==> config.mk <==
export PLATFORM = sky130hd
export DESIGN_NAME = ucms_sequencer
export DESIGN_NICKNAME = d
export VERILOG_FILES = /design/src/rtl/ucms_pkg.sv /design/src/rtl/ucms_sequencer.sv
export SDC_FILE = /design/constraint.sdc
export NUM_CORES = 1
export LEC_CHECK = 0
export BUFFER_PORTS_ARGS = -buffer_cell sky130_fd_sc_hd__buf_4
export CAP_MARGIN = 0
export CORE_MARGIN = 5
export CORE_UTILIZATION = 35
export DETAILED_ROUTE_END_ITERATION = 10
export SYNTH_ARGS = -nofsm -noshare
export SYNTH_HDL_FRONTEND = slang
export SYNTH_SLANG_ARGS = --single-unit
==> constraint.sdc <==
create_clock -name mclk -period 3.98 [get_ports mclk]
set_input_delay 0.398 -clock mclk [delete_from_list [all_inputs] [get_ports mclk]]
set_output_delay 0.398 -clock mclk [all_outputs]
set_load 0.02 [all_outputs]
==> src/rtl/ucms_pkg.sv <==
package ucms_pkg;

  // charging personality selected by the mode inputs
  typedef enum logic [1:0] {
    MODE_DCP,
    MODE_SDP,
    MODE_CLIENT,
    MODE_CDP
  } ucms_mode_t;

  // automatic dedicated-charging detection states
  typedef enum logic [1:0] {
    DET_IDLE,
    DET_DIVIDER,
    DET_ONE_V_TWO,
    DET_SHORTED
  } ucms_det_t;

  // duration of the 1.2 V scheme, in microseconds
  localparam int ONE_V_TWO_TIME_US = 100;
  localparam int CLK_PERIOD_PS     = 5000;
  localparam int ONE_V_TWO_CYCLES  = (ONE_V_TWO_TIME_US * 1000000) / CLK_PERIOD_PS;
  localparam int SYNC_STAGES       = 2;

  // select code the synchroniser holds in reset, matching the reset mode (SDP)
  localparam logic [2:0] SEL_RESET_CODE = 3'h2;

  // mode-select field positions within the combined 3-bit code
  localparam int SEL_A_POS = 2;
  localparam int SEL_B_POS = 1;
  localparam int SEL_C_POS = 0;

endpackage

==> src/rtl/ucms_sequencer.sv <==
// What this block does
// - entering automatic dedicated charging starts in the divider bias scheme
// - divider bias scheme biases both data lines at 2.7 V
// - compliant attach: power stays on without discharge, brief 1.2 V, then shorted
// - shorted mode holds until data line released, then back to divider bias
// - divider-compliant device attached keeps machine in divider bias
// - shorted mode ties D+ to D- through at most 200 ohms
// - 1.2 V scheme shorts and pulls lines to 1.2 V for fixed time
// - client mode keeps power switch off and data pass switch on
// - pass switches close in CDP, SDP or client mode
// - pass switches enable only while enable input is high
// - pass switches open when enable low or dedicated charging selected
// - current limit alone never opens the pass switches
// - CDP keeps pass switches closed through the detection handshake
// - pass switches stay open while output bus discharges
// - mode inputs: 00x DCP, 01x SDP, 10x client, 110 SDP, 111 CDP
`timescale 1ns/1ps
`default_nettype none
module ucms_sequencer
  import ucms_pkg::*;
#(
  parameter int ONE_V_TWO_LEN = ONE_V_TWO_CYCLES
) (
  // clock and reset
  input  wire logic mclk,
  input  wire logic rst_n,
  // control pins, asynchronous
  input  wire logic enable,
  input  wire logic modeSelectA,
  input  wire logic modeSelectB,
  input  wire logic modeSelectC,
  // analog status, asynchronous
  input  wire logic compliantAttach,
  input  wire logic dataLineReleased,
  input  wire logic outDischarging,
  input  wire logic currentLimit,
  // analog controls
  output logic      powerSwitchOn,
  output logic      passSwitchOn,
  output logic      dividerBiasOn,
  output logic      oneVTwoPullOn,
  output logic      dataShortOn,
  output logic      cdpDetectOn,
  output ucms_mode_t modeOut,
  output ucms_det_t  detState
);

  localparam int SYNC_W = 7;

  logic [SYNC_W-1:0] syncFirst_reg;
  logic [SYNC_W-1:0] syncSecond_reg;
  logic              enS, attachS, releaseS, dischS;
  logic [2:0]        selS;
  ucms_mode_t        mode_reg;
  ucms_mode_t        mode_next;
  ucms_det_t         det_reg;
  ucms_det_t         det_next;
  logic [31:0]       timer_reg;
  logic              timerDone;

  // decode of the three select inputs
  function automatic ucms_mode_t decodeMode(input logic [2:0] sel);
    ucms_mode_t m;
    m = MODE_DCP;
    case (sel[SEL_A_POS -: 2])
      2'h0: m = MODE_DCP;
      2'h1: m = MODE_SDP;
      2'h2: m = MODE_CLIENT;
      default: m = sel[SEL_C_POS] ? MODE_CDP : MODE_SDP;
    endcase
    return m;
  endfunction

  // two-stage synchronisers for pins
  always_ff @(posedge mclk or negedge rst_n) begin
    if (!rst_n) begin
      // select bits rest at the reset mode's code, so release starts no false dcp pass
      syncFirst_reg  <= {1'b0, SEL_RESET_CODE, 3'h0};
      syncSecond_reg <= {1'b0, SEL_RESET_CODE, 3'h0};
    end else begin
      syncFirst_reg  <= {enable, modeSelectA, modeSelectB, modeSelectC,
                         compliantAttach, dataLineReleased, outDischarging};
      syncSecond_reg <= syncFirst_reg;
    end
  end

  assign enS      = syncSecond_reg[6];
  assign selS     = syncSecond_reg[5:3];
  assign attachS  = syncSecond_reg[2];
  assign releaseS = syncSecond_reg[1];
  assign dischS   = syncSecond_reg[0];
  assign mode_next = decodeMode(selS);

  always_ff @(posedge mclk or negedge rst_n) begin
    if (!rst_n) begin
      mode_reg <= MODE_SDP;
    end else begin
      mode_reg <= mode_next;
    end
  end

  assign timerDone = (timer_reg == 32'(ONE_V_TWO_LEN - 1));

  always_comb begin
    det_next = det_reg;
    case (det_reg)
      DET_IDLE: begin
        if (mode_reg == MODE_DCP) begin
          det_next = DET_DIVIDER;
        end
      end
      DET_DIVIDER: begin
        // stay unless a compliant device attaches
        if (attachS) begin
          det_next = DET_ONE_V_TWO;
        end
      end
      DET_ONE_V_TWO: begin
        if (timerDone) begin
          det_next = DET_SHORTED;
        end
      end
      DET_SHORTED: begin
        if (releaseS) begin
          det_next = DET_DIVIDER;
        end
      end
      default: det_next = DET_IDLE;
    endcase
    if (mode_reg != MODE_DCP) begin
      det_next = DET_IDLE;
    end
  end

  always_ff @(posedge mclk or negedge rst_n) begin
    if (!rst_n) begin
      det_reg <= DET_IDLE;
    end else begin
      det_reg <= det_next;
    end
  end

  always_ff @(posedge mclk or negedge rst_n) begin
    if (!rst_n) begin
      timer_reg <= '0;
    end else if (det_reg == DET_ONE_V_TWO && !timerDone) begin
      timer_reg <= timer_reg + 32'h1;
    end else if (det_reg != DET_ONE_V_TWO) begin
      timer_reg <= '0;
    end
  end

  always_ff @(posedge mclk or negedge rst_n) begin
    if (!rst_n) begin
      powerSwitchOn <= 1'b0;
      passSwitchOn  <= 1'b0;
      dividerBiasOn <= 1'b0;
      oneVTwoPullOn <= 1'b0;
      dataShortOn   <= 1'b0;
      cdpDetectOn   <= 1'b0;
    end else begin
      // client mode blocks output power; no discharge on attach
      powerSwitchOn <= enS && (mode_reg != MODE_CLIENT);
      passSwitchOn  <= enS && !dischS && (mode_reg != MODE_DCP);
      dividerBiasOn <= enS && (det_reg == DET_DIVIDER);
      // 1.2 V pull with lines shorted
      oneVTwoPullOn <= enS && (det_reg == DET_ONE_V_TWO);
      dataShortOn   <= enS && (det_reg == DET_ONE_V_TWO || det_reg == DET_SHORTED);
      // CDP detection response on data lines
      cdpDetectOn   <= enS && (mode_reg == MODE_CDP);
    end
  end

  assign modeOut  = mode_reg;
  assign detState = det_reg;

  // pass switches open in dedicated charging
  a_pass_off_dcp: assert property (@(posedge mclk) disable iff (!rst_n)
    $past(mode_reg) == MODE_DCP |-> !passSwitchOn) else $error("pass on in dcp");
  a_pass_needs_en: assert property (@(posedge mclk) disable iff (!rst_n)
    passSwitchOn |-> $past(enS)) else $error("pass on without enable");
  a_pass_off_disch: assert property (@(posedge mclk) disable iff (!rst_n)
    $past(dischS) |-> !passSwitchOn) else $error("pass on during discharge");
  a_pass_on_data: assert property (@(posedge mclk) disable iff (!rst_n)
    ($past(enS) && !$past(dischS) && $past(mode_reg) != MODE_DCP) |-> passSwitchOn)
    else $error("pass off in data mode");
  a_pass_curlim: assert property (@(posedge mclk) disable iff (!rst_n)
    ($past(currentLimit) && $past(enS) && !$past(dischS) && $past(mode_reg) != MODE_DCP)
    |-> passSwitchOn) else $error("pass off under current limit");
  a_client_power_off: assert property (@(posedge mclk) disable iff (!rst_n)
    $past(mode_reg) == MODE_CLIENT |-> !powerSwitchOn) else $error("power on in client");
  a_dcp_start_div: assert property (@(posedge mclk) disable iff (!rst_n)
    (det_reg == DET_IDLE && mode_reg == MODE_DCP) |=> det_reg == DET_DIVIDER)
    else $error("dcp not starting in divider");
  a_div_holds: assert property (@(posedge mclk) disable iff (!rst_n)
    (det_reg == DET_DIVIDER && !attachS && mode_reg == MODE_DCP) |=> det_reg == DET_DIVIDER)
    else $error("divider left without attach");
  a_short_release: assert property (@(posedge mclk) disable iff (!rst_n)
    (det_reg == DET_SHORTED && releaseS && mode_reg == MODE_DCP) |=> det_reg == DET_DIVIDER)
    else $error("shorted not returning");
  a_onev_to_short: assert property (@(posedge mclk) disable iff (!rst_n)
    (det_reg == DET_ONE_V_TWO && timerDone && mode_reg == MODE_DCP) |=> det_reg == DET_SHORTED)
    else $error("1.2 V scheme not ending");
  a_attach_onev: assert property (@(posedge mclk) disable iff (!rst_n)
    (det_reg == DET_DIVIDER && attachS && mode_reg == MODE_DCP) |=> det_reg == DET_ONE_V_TWO)
    else $error("attach not moving to 1.2 V");
  a_leave_dcp_idle: assert property (@(posedge mclk) disable iff (!rst_n)
    mode_reg != MODE_DCP |=> det_reg == DET_IDLE) else $error("detection kept outside dcp");
  a_divider_bias: assert property (@(posedge mclk) disable iff (!rst_n)
    ($past(det_reg) == DET_DIVIDER && $past(enS)) |-> dividerBiasOn)
    else $error("divider bias missing");
  a_shorted_lines: assert property (@(posedge mclk) disable iff (!rst_n)
    ($past(det_reg) == DET_SHORTED && $past(enS)) |-> (dataShortOn && !oneVTwoPullOn))
    else $error("lines not shorted in shorted mode");

endmodule
`default_nettype wire

==> flow_metrics.py, run 1 <==
metrics = {
    "run_status": {
        "status": "completed",
    },
    "detailed_routing": {
        "antenna_left": 0,
        "drc": 0,
        "wire_per_inst_um": 14.4,
        "vias": 2033,
        "first_iter_violations": 188,
        "routed_via_density": 5.38,
        "wl_um": 5430,
        "first_pass_iters": 5,
    },
    "yosys": {
        "yosys_warnings": 0,
        "yosys.area.top_type_share_pct": 49.0,
        "synth_edf_count": 0,
        "synth-simple-area-share_pct": 23.7,
        "synthMuxAreaShare_pct": 2.96,
        "postSynthCellCount": 268,
        "netlist-cell-type-count": 44,
        "ys_seq_area_share_pct": 51.9,
        "avgSynthCellArea_um2": 10.1,
        "yosys.area_share.xor_xnor_pct": 2.59,
        "ys_async_sr_fraction_pct": 100,
        "syn_nets": 283,
        "synth.ff_latch_count": 56,
        "synth_compound_area_share_pct": 11.6,
        "synth_top_family_by_area": "simple AND/OR/NAND/NOR gates",
        "synth_largest_area_cell": "dfrtp_1",
        "synth.area.top_cells": "dfrtp_1, nor4_1, nand2_1",
        "synth_ff_type": "dfrtp_1",
        "synth.cell_area_um2": 2710,
        "synthAdderAreaFrac_pct": 2.31,
    },
    "global_routing": {
        "grt_max_degree": 57,
        "gr-usage-all-layers_pct": 12.4,
        "grt_pass1_vias": 1997,
        "grt_first_pass_wirelength_um": 9850,
        "grt_overflow": 0,
        "antenna_found_initial": 0,
    },
    "placed_design": {
        "hpwl_um": 3520,
        "dp_slack_ns": 1.55,
        "io_buffers": 18,
        "dpl-instance-area_um2": 2900,
        "gp_congestion": 0.761,
    },
    "floorplan": {
        "rows": 32,
        "fp.dieH_um": 98.0,
        "ioPinCount": 20,
        "core-area_um2": 7650,
        "die_x_um": 98.0,
        "die_area_um2": 9600,
        "start_util_pct": 35.4,
    },
    "cells_and_area": {
        "multiInputGateArea_um2": 1170,
        "fillCellCount": 737,
        "num_antenna_cells": 0,
        "seq_area_um2": 1410,
        "largest_reg_flops": 32,
        "fin_area_um2": 2990,
        "drive_above_1_share_pct": 12.3,
        "syn_to_final_growth_pct": 10.5,
        "final_nets": 290,
    },
    "timing": {
        "tns_ns": 0,
        "hold_slack_ns": 0.119,
        "fin_worst_skew_ns": 0.00642,
        "maxSlewViolCount": 0,
        "min_period_ns": 2.43,
        "relSlewSlack_pct": 54.0,
        "worstMarginPinSlew_ns": 0.689,
        "fmax_mhz": 411,
        "setup_violations": 0,
        "period_share_pct": 61.2,
        "rsz0062_at_grt": "false",
        "hold_viol": 0,
        "fin_ws_ns": 1.55,
    },
    "flow_run": {
        "drv_cap": 0,
    },
    "clock_tree": {
        "root_buffer": "clkbuf_8",
        "clock_latency_ns": 0.32,
        "clockBufferDepth": 2,
        "clkTransAtPathRegs_ns": 0.11,
        "cts_tree": "built",
        "cts_buffers": 5,
        "cts_setup_buffers": 0,
        "ctsHoldBuffers": 0,
        "cts_sinks": 56,
        "cts_max_level": 2,
        "post_cts_resized": 0,
    },
    "critical_path": {
        "r2r_start": "timer_reg[0]",
        "rrSetupSlack_ns": 1.55,
        "start_kind": "flip-flop",
        "reg2reg_depth": 5,
        "crit_end": "timer_reg[22]",
        "timing.rr.end": "timer_reg[22]",
        "setup.worst_path.start": "timer_reg[0]",
        "cp_max_fo": 16,
        "required_ns": 4.22,
        "end_kind": "flip-flop",
        "critPathKind": "flip-flop to flip-flop",
        "worst_ep_arrival_time_ns": 2.67,
    },
    "hold_path": {
        "worst_hold_path_type": "input port to async pin",
    },
    "power": {
        "ir_drop_uv": 137,
        "powerDensity_nw_per_um2": 338,
        "power_w": 0.00101,
        "leakage_nw": 1.13,
    },
}
[where the power goes]
part           switching, W  internal [W]  leakage, nW
combinational     0.0000480     0.0000259        0.346
clock              0.000210      0.000134       0.0511
sequential       0.00000967      0.000585        0.738
total              0.000267      0.000744         1.13
[final cells by class]
| cell class | instances | share of cell area (%) |
|---|---|---|
| Multi-Input combinational cell | 179 | 39.0 |
| Tap cell | 102 | 4.26 |
| Clock inverter | 3 | 0.962 |
| Clock buffer | 5 | 2.30 |
| Inverter | 14 | 1.76 |
| Sequential cell | 56 | 46.9 |
| Timing Repair Buffer | 19 | 4.77 |
[worst max-delay path: stages, from the launching register on]
cell and delay (ns):
dfrtp_1 0.45, ha_1 0.24, nand3_1 0.13, or4_1 0.82, or4b_1 0.57, a21oi_1 0.15
[routing by layer]
layer / wire length (um) / track usage (%)
met1: 2590 / 17.1
met4: 76 / 3.51
met5: 0 / 0
met3: 191 / 3.00
met2: 2570 / 19.4
[how the worst min path moves through the flow]
stage | startpoint | endpoint | cells after the start
6_report | rst_n | timer_reg[22] | 1
5_1_grt | outDischarging | syncFirst_reg[0] | 1
4_1_cts | rst_n | timer_reg[22] | 1
3_5_place_dp | syncFirst_reg[0] | syncSecond_reg[0] | 0
3_3_place_gp | syncFirst_reg[1] | syncSecond_reg[1] | 0
2_1_floorplan | rst_n | cdpDetectOn | 0
[layout by cell type, fill, tap and decap left out, types with 3 or more instances in the layout]
master	n
ha_1	5
inv_1	13
dfrtp_1	53
xnor2_1	6
o311ai_1	5
or3_1	4
clkbuf_8	5
o211ai_1	3
mux2i_1	8
nor2_1	11
o21ai_0	5
and4_1	4
nor4_1	16
nand2_1	24
dfstp_2	3
nor3_1	5
buf_4	19
o41ai_1	8
or4_1	5
nand3_1	11
a21oi_1	10
nand2b_1	12
nand4_1	10
[metrics by stage]
step | utilization (%) | std cells
after floorplan | - | 268
after global placement | 37.9 | 370
after detailed placement | 37.9 | 370
after CTS | 39.1 | 378
after global routing | 39.1 | 378
final | 39.1 | 378
[logic make-up after synthesis]
group	after synthesis
buffers and inverters	33
AOI/OAI and AO/OA	44
DFF	56
adders and majority gates	5
and+or+nand+nor	114
xor gates and xnor gates	8
muxes	8
[synth_stat cells (2+ instances only)]
cell       number
nor2_1         11
nor3_1          5
inv_1          13
clkbuf_1       13
xor2_1          2
a21oi_1        10
dfstp_2         3
buf_2           3
dfrtp_1        53
buf_1           2
and4_1          4
o21ai_0         5
nand2b_1       12
o2111ai_1       2
xnor2_1         6
nand4_1        10
a21boi_0        2
o311ai_1        5
and2_1          2
o21a_1          2
nand2_1        24
nand3_1        11
o41ai_1         8
or4_1           5
ha_1            5
nor4b_1         2
nor4_1         16
or3_1           4
o211ai_1        3
o311ai_0        2
mux2i_1         8
and3_1          2
or2_2           2
(Power assumes the default switching activity.)
==> run 2: changes to the inputs <==
clock period = 2.5 ns   (was 3.98 ns; I/O delays follow)
==> run 2 against run 1 <==
Effect of this change:
- first-iteration DRC count fell by 33%
- worst setup slack got worse by 1.3 ns
- critical path depth rose by 1
- wire length fell by 1.0%
- the run now ends with hold timing left
- largest power group unchanged
- clock power rose by 59%
- non-clock buffer count rose by 6
- sequential share of layout area fell by 0.70 points
- hold slack got worse by 0.15 ns
- clock-buffer cell count did not move
- largest cell class unchanged
==> flow_metrics.py, run 2 (synthesis gave the netlist of run 1 again) <==
metrics = {
    "run_status": {
        "status": "finished with violations",
        "failed_checks": "hold timing",
    },
    "power": {
        "leakage_nw": 1.16,
        "p_comb_share_pct": 7.7,
        "clkPwrFrac_pct": 33.8,
        "power.share.switching_pct": 26.3,
        "ir_drop_uv": 219,
        "powerDensity_nw_per_um2": 531,
        "seqPwrFrac_pct": 58.6,
        "power_w": 0.00161,
        "power.switching_w": 0.000425,
        "power.internal_w": 0.00119,
    },
    "detailed_routing": {
        "first_iter_violations": 126,
        "routed_via_density": 5.27,
        "drc": 0,
        "wl_um": 5370,
        "first_pass_iters": 4,
        "wire_per_inst_um": 14.0,
        "antenna_left": 0,
        "vias": 2024,
    },
    "hold_path": {
        "worst_hold_path_type": "input port to async pin",
    },
    "clock_tree": {
        "cts_setup_buffers": 0,
        "cts_tree": "built",
        "cts_sinks": 56,
        "cts_buffers": 5,
        "clkTransAtPathRegs_ns": 0.11,
        "clock_latency_ns": 0.32,
        "post_cts_resized": 0,
        "cts_max_level": 2,
        "ctsHoldBuffers": 0,
        "clockBufferDepth": 2,
        "root_buffer": "clkbuf_8",
    },
    "cells_and_area": {
        "drive_above_1_share_pct": 14.2,
        "num_antenna_cells": 0,
        "syn_to_final_growth_pct": 12.2,
        "final_cell_mix": "dfrtp_1, buf_4, nand2_1",
        "multiInputGateArea_um2": 1170,
        "final_nets": 296,
        "fin_area_um2": 3040,
        "stdcell_count": 384,
        "largest_reg_flops": 32,
        "fillCellCount": 766,
        "final_common_cell": "dfrtp_1",
        "seq_area_um2": 1410,
    },
    "critical_path": {
        "crit_family": "simple AND/OR/NAND/NOR gates",
        "cp_max_fo": 11,
        "cp.buffers_inverters": 1,
        "end_kind": "flip-flop",
        "max_stage_delay_ns": 0.74,
        "worst_ep_arrival_time_ns": 2.41,
        "timing.rr.end": "timer_reg[16]",
        "rrSetupSlack_ns": 0.29,
        "crit_path_cell_trace": "ha_1, nand3_1, or4_1, buf_4, o311ai_0, o41ai_1",
        "start_kind": "flip-flop",
        "crit_slowest_cell": "or4_1",
        "required_ns": 2.70,
        "r2r_start": "timer_reg[1]",
        "reg2reg_depth": 6,
        "critPathKind": "flip-flop to flip-flop",
    },
    "floorplan": {
        "rows": 32,
        "fp.dieH_um": 98.0,
        "die_x_um": 98.0,
        "core-area_um2": 7650,
        "die_area_um2": 9600,
        "start_util_pct": 35.4,
        "ioPinCount": 20,
    },
    "global_routing": {
        "gr-usage-all-layers_pct": 12.1,
        "grt_pass1_vias": 1916,
        "grt_first_pass_wirelength_um": 9570,
        "grt_overflow": 0,
        "grt_max_degree": 57,
        "antenna_found_initial": 0,
    },
    "placed_design": {
        "io_buffers": 18,
        "hpwl_um": 3620,
        "dpl-instance-area_um2": 2940,
        "gp_congestion": 0.781,
        "dp_cells": 376,
    },
    "timing": {
        "min_period_ns": 2.21,
        "maxSlewViolCount": 0,
        "fin_worst_skew_ns": 0.0102,
        "hold_viol": 51,
        "rsz0062_at_grt": "false",
        "hold_slack_ns": -0.0319,
        "tns_ns": 0,
        "relSlewSlack_pct": 53.1,
        "fmax_mhz": 452,
        "worstMarginPinSlew_ns": 0.703,
        "period_share_pct": 88.6,
        "setup_violations": 0,
    },
    "flow_run": {
        "drv_cap": 0,
    },
}
==> run 2: cell types whose count changed in the layout (fill, tap and decap cells not counted), sizes merged <==
cell and change:
buf +6
==> run 2: area by class of cell <==
class                      instances  share of cell area [%]
sequential                        56                    46.3
multi-input combinational        179                    38.4
timing repair buffer              25                    6.18
tap                              102                    4.20
clock buffer                       5                    2.27
inverter                          14                    1.73
clock inverter                     3                   0.947
==> run 2: per-stage QoR <==
step | setup WS [ns] | util [%] | hold slack [ns]
2_1_floorplan | 0.502 | - | -0.0456
3_3_place_gp | 0.313 | 38.4 | 0.334
3_5_place_dp | 0.285 | 38.4 | 0.335
4_1_cts | 0.277 | 39.7 | 0.00153
5_1_grt | 0.171 | 39.7 | 0.00200
6_report | 0.286 | 39.7 | -0.0319
==> run 2: worst max-delay path by stage <==
stage | start | endpoint | slack [ns] | cells past startpoint
floorplan | timer_reg[0] | timer_reg[16] | 0.50 | 7
global placement | timer_reg[1] | timer_reg[16] | 0.31 | 6
detailed placement | timer_reg[1] | timer_reg[16] | 0.28 | 6
CTS | timer_reg[2] | timer_reg[29] | 0.28 | 4
global route | timer_reg[2] | timer_reg[29] | 0.17 | 4
finish | timer_reg[1] | timer_reg[16] | 0.29 | 6
==> run 2: worst register-to-register path: stages (launching register included) <==
cell,delay (ns)
dfrtp_1,0.42
ha_1,0.18
nand3_1,0.11
or4_1,0.74
buf_4,0.25
o311ai_0,0.26
o41ai_1,0.13
==> run 2: power by group through the flow <==
stage	Clock [W]	Combinational (W)	Sequential (W)
after floorplan	0	0.0000497	0.000975
after global placement	0	0.000124	0.000963
after detailed placement	0	0.000127	0.000963
after CTS	0.000558	0.000127	0.000945
after global routing	0.000607	0.000140	0.000949
final	0.000545	0.000123	0.000945
==> run 2: per-layer routing <==
layer  up-vias  share of wire [%]  GRT usage [%]
li1       1004                  -              -
met5         -                  0              0
met2        24                 45           18.1
met3         7                2.3           2.64
met4         0                1.4           4.26
met1       989                 51           17.4
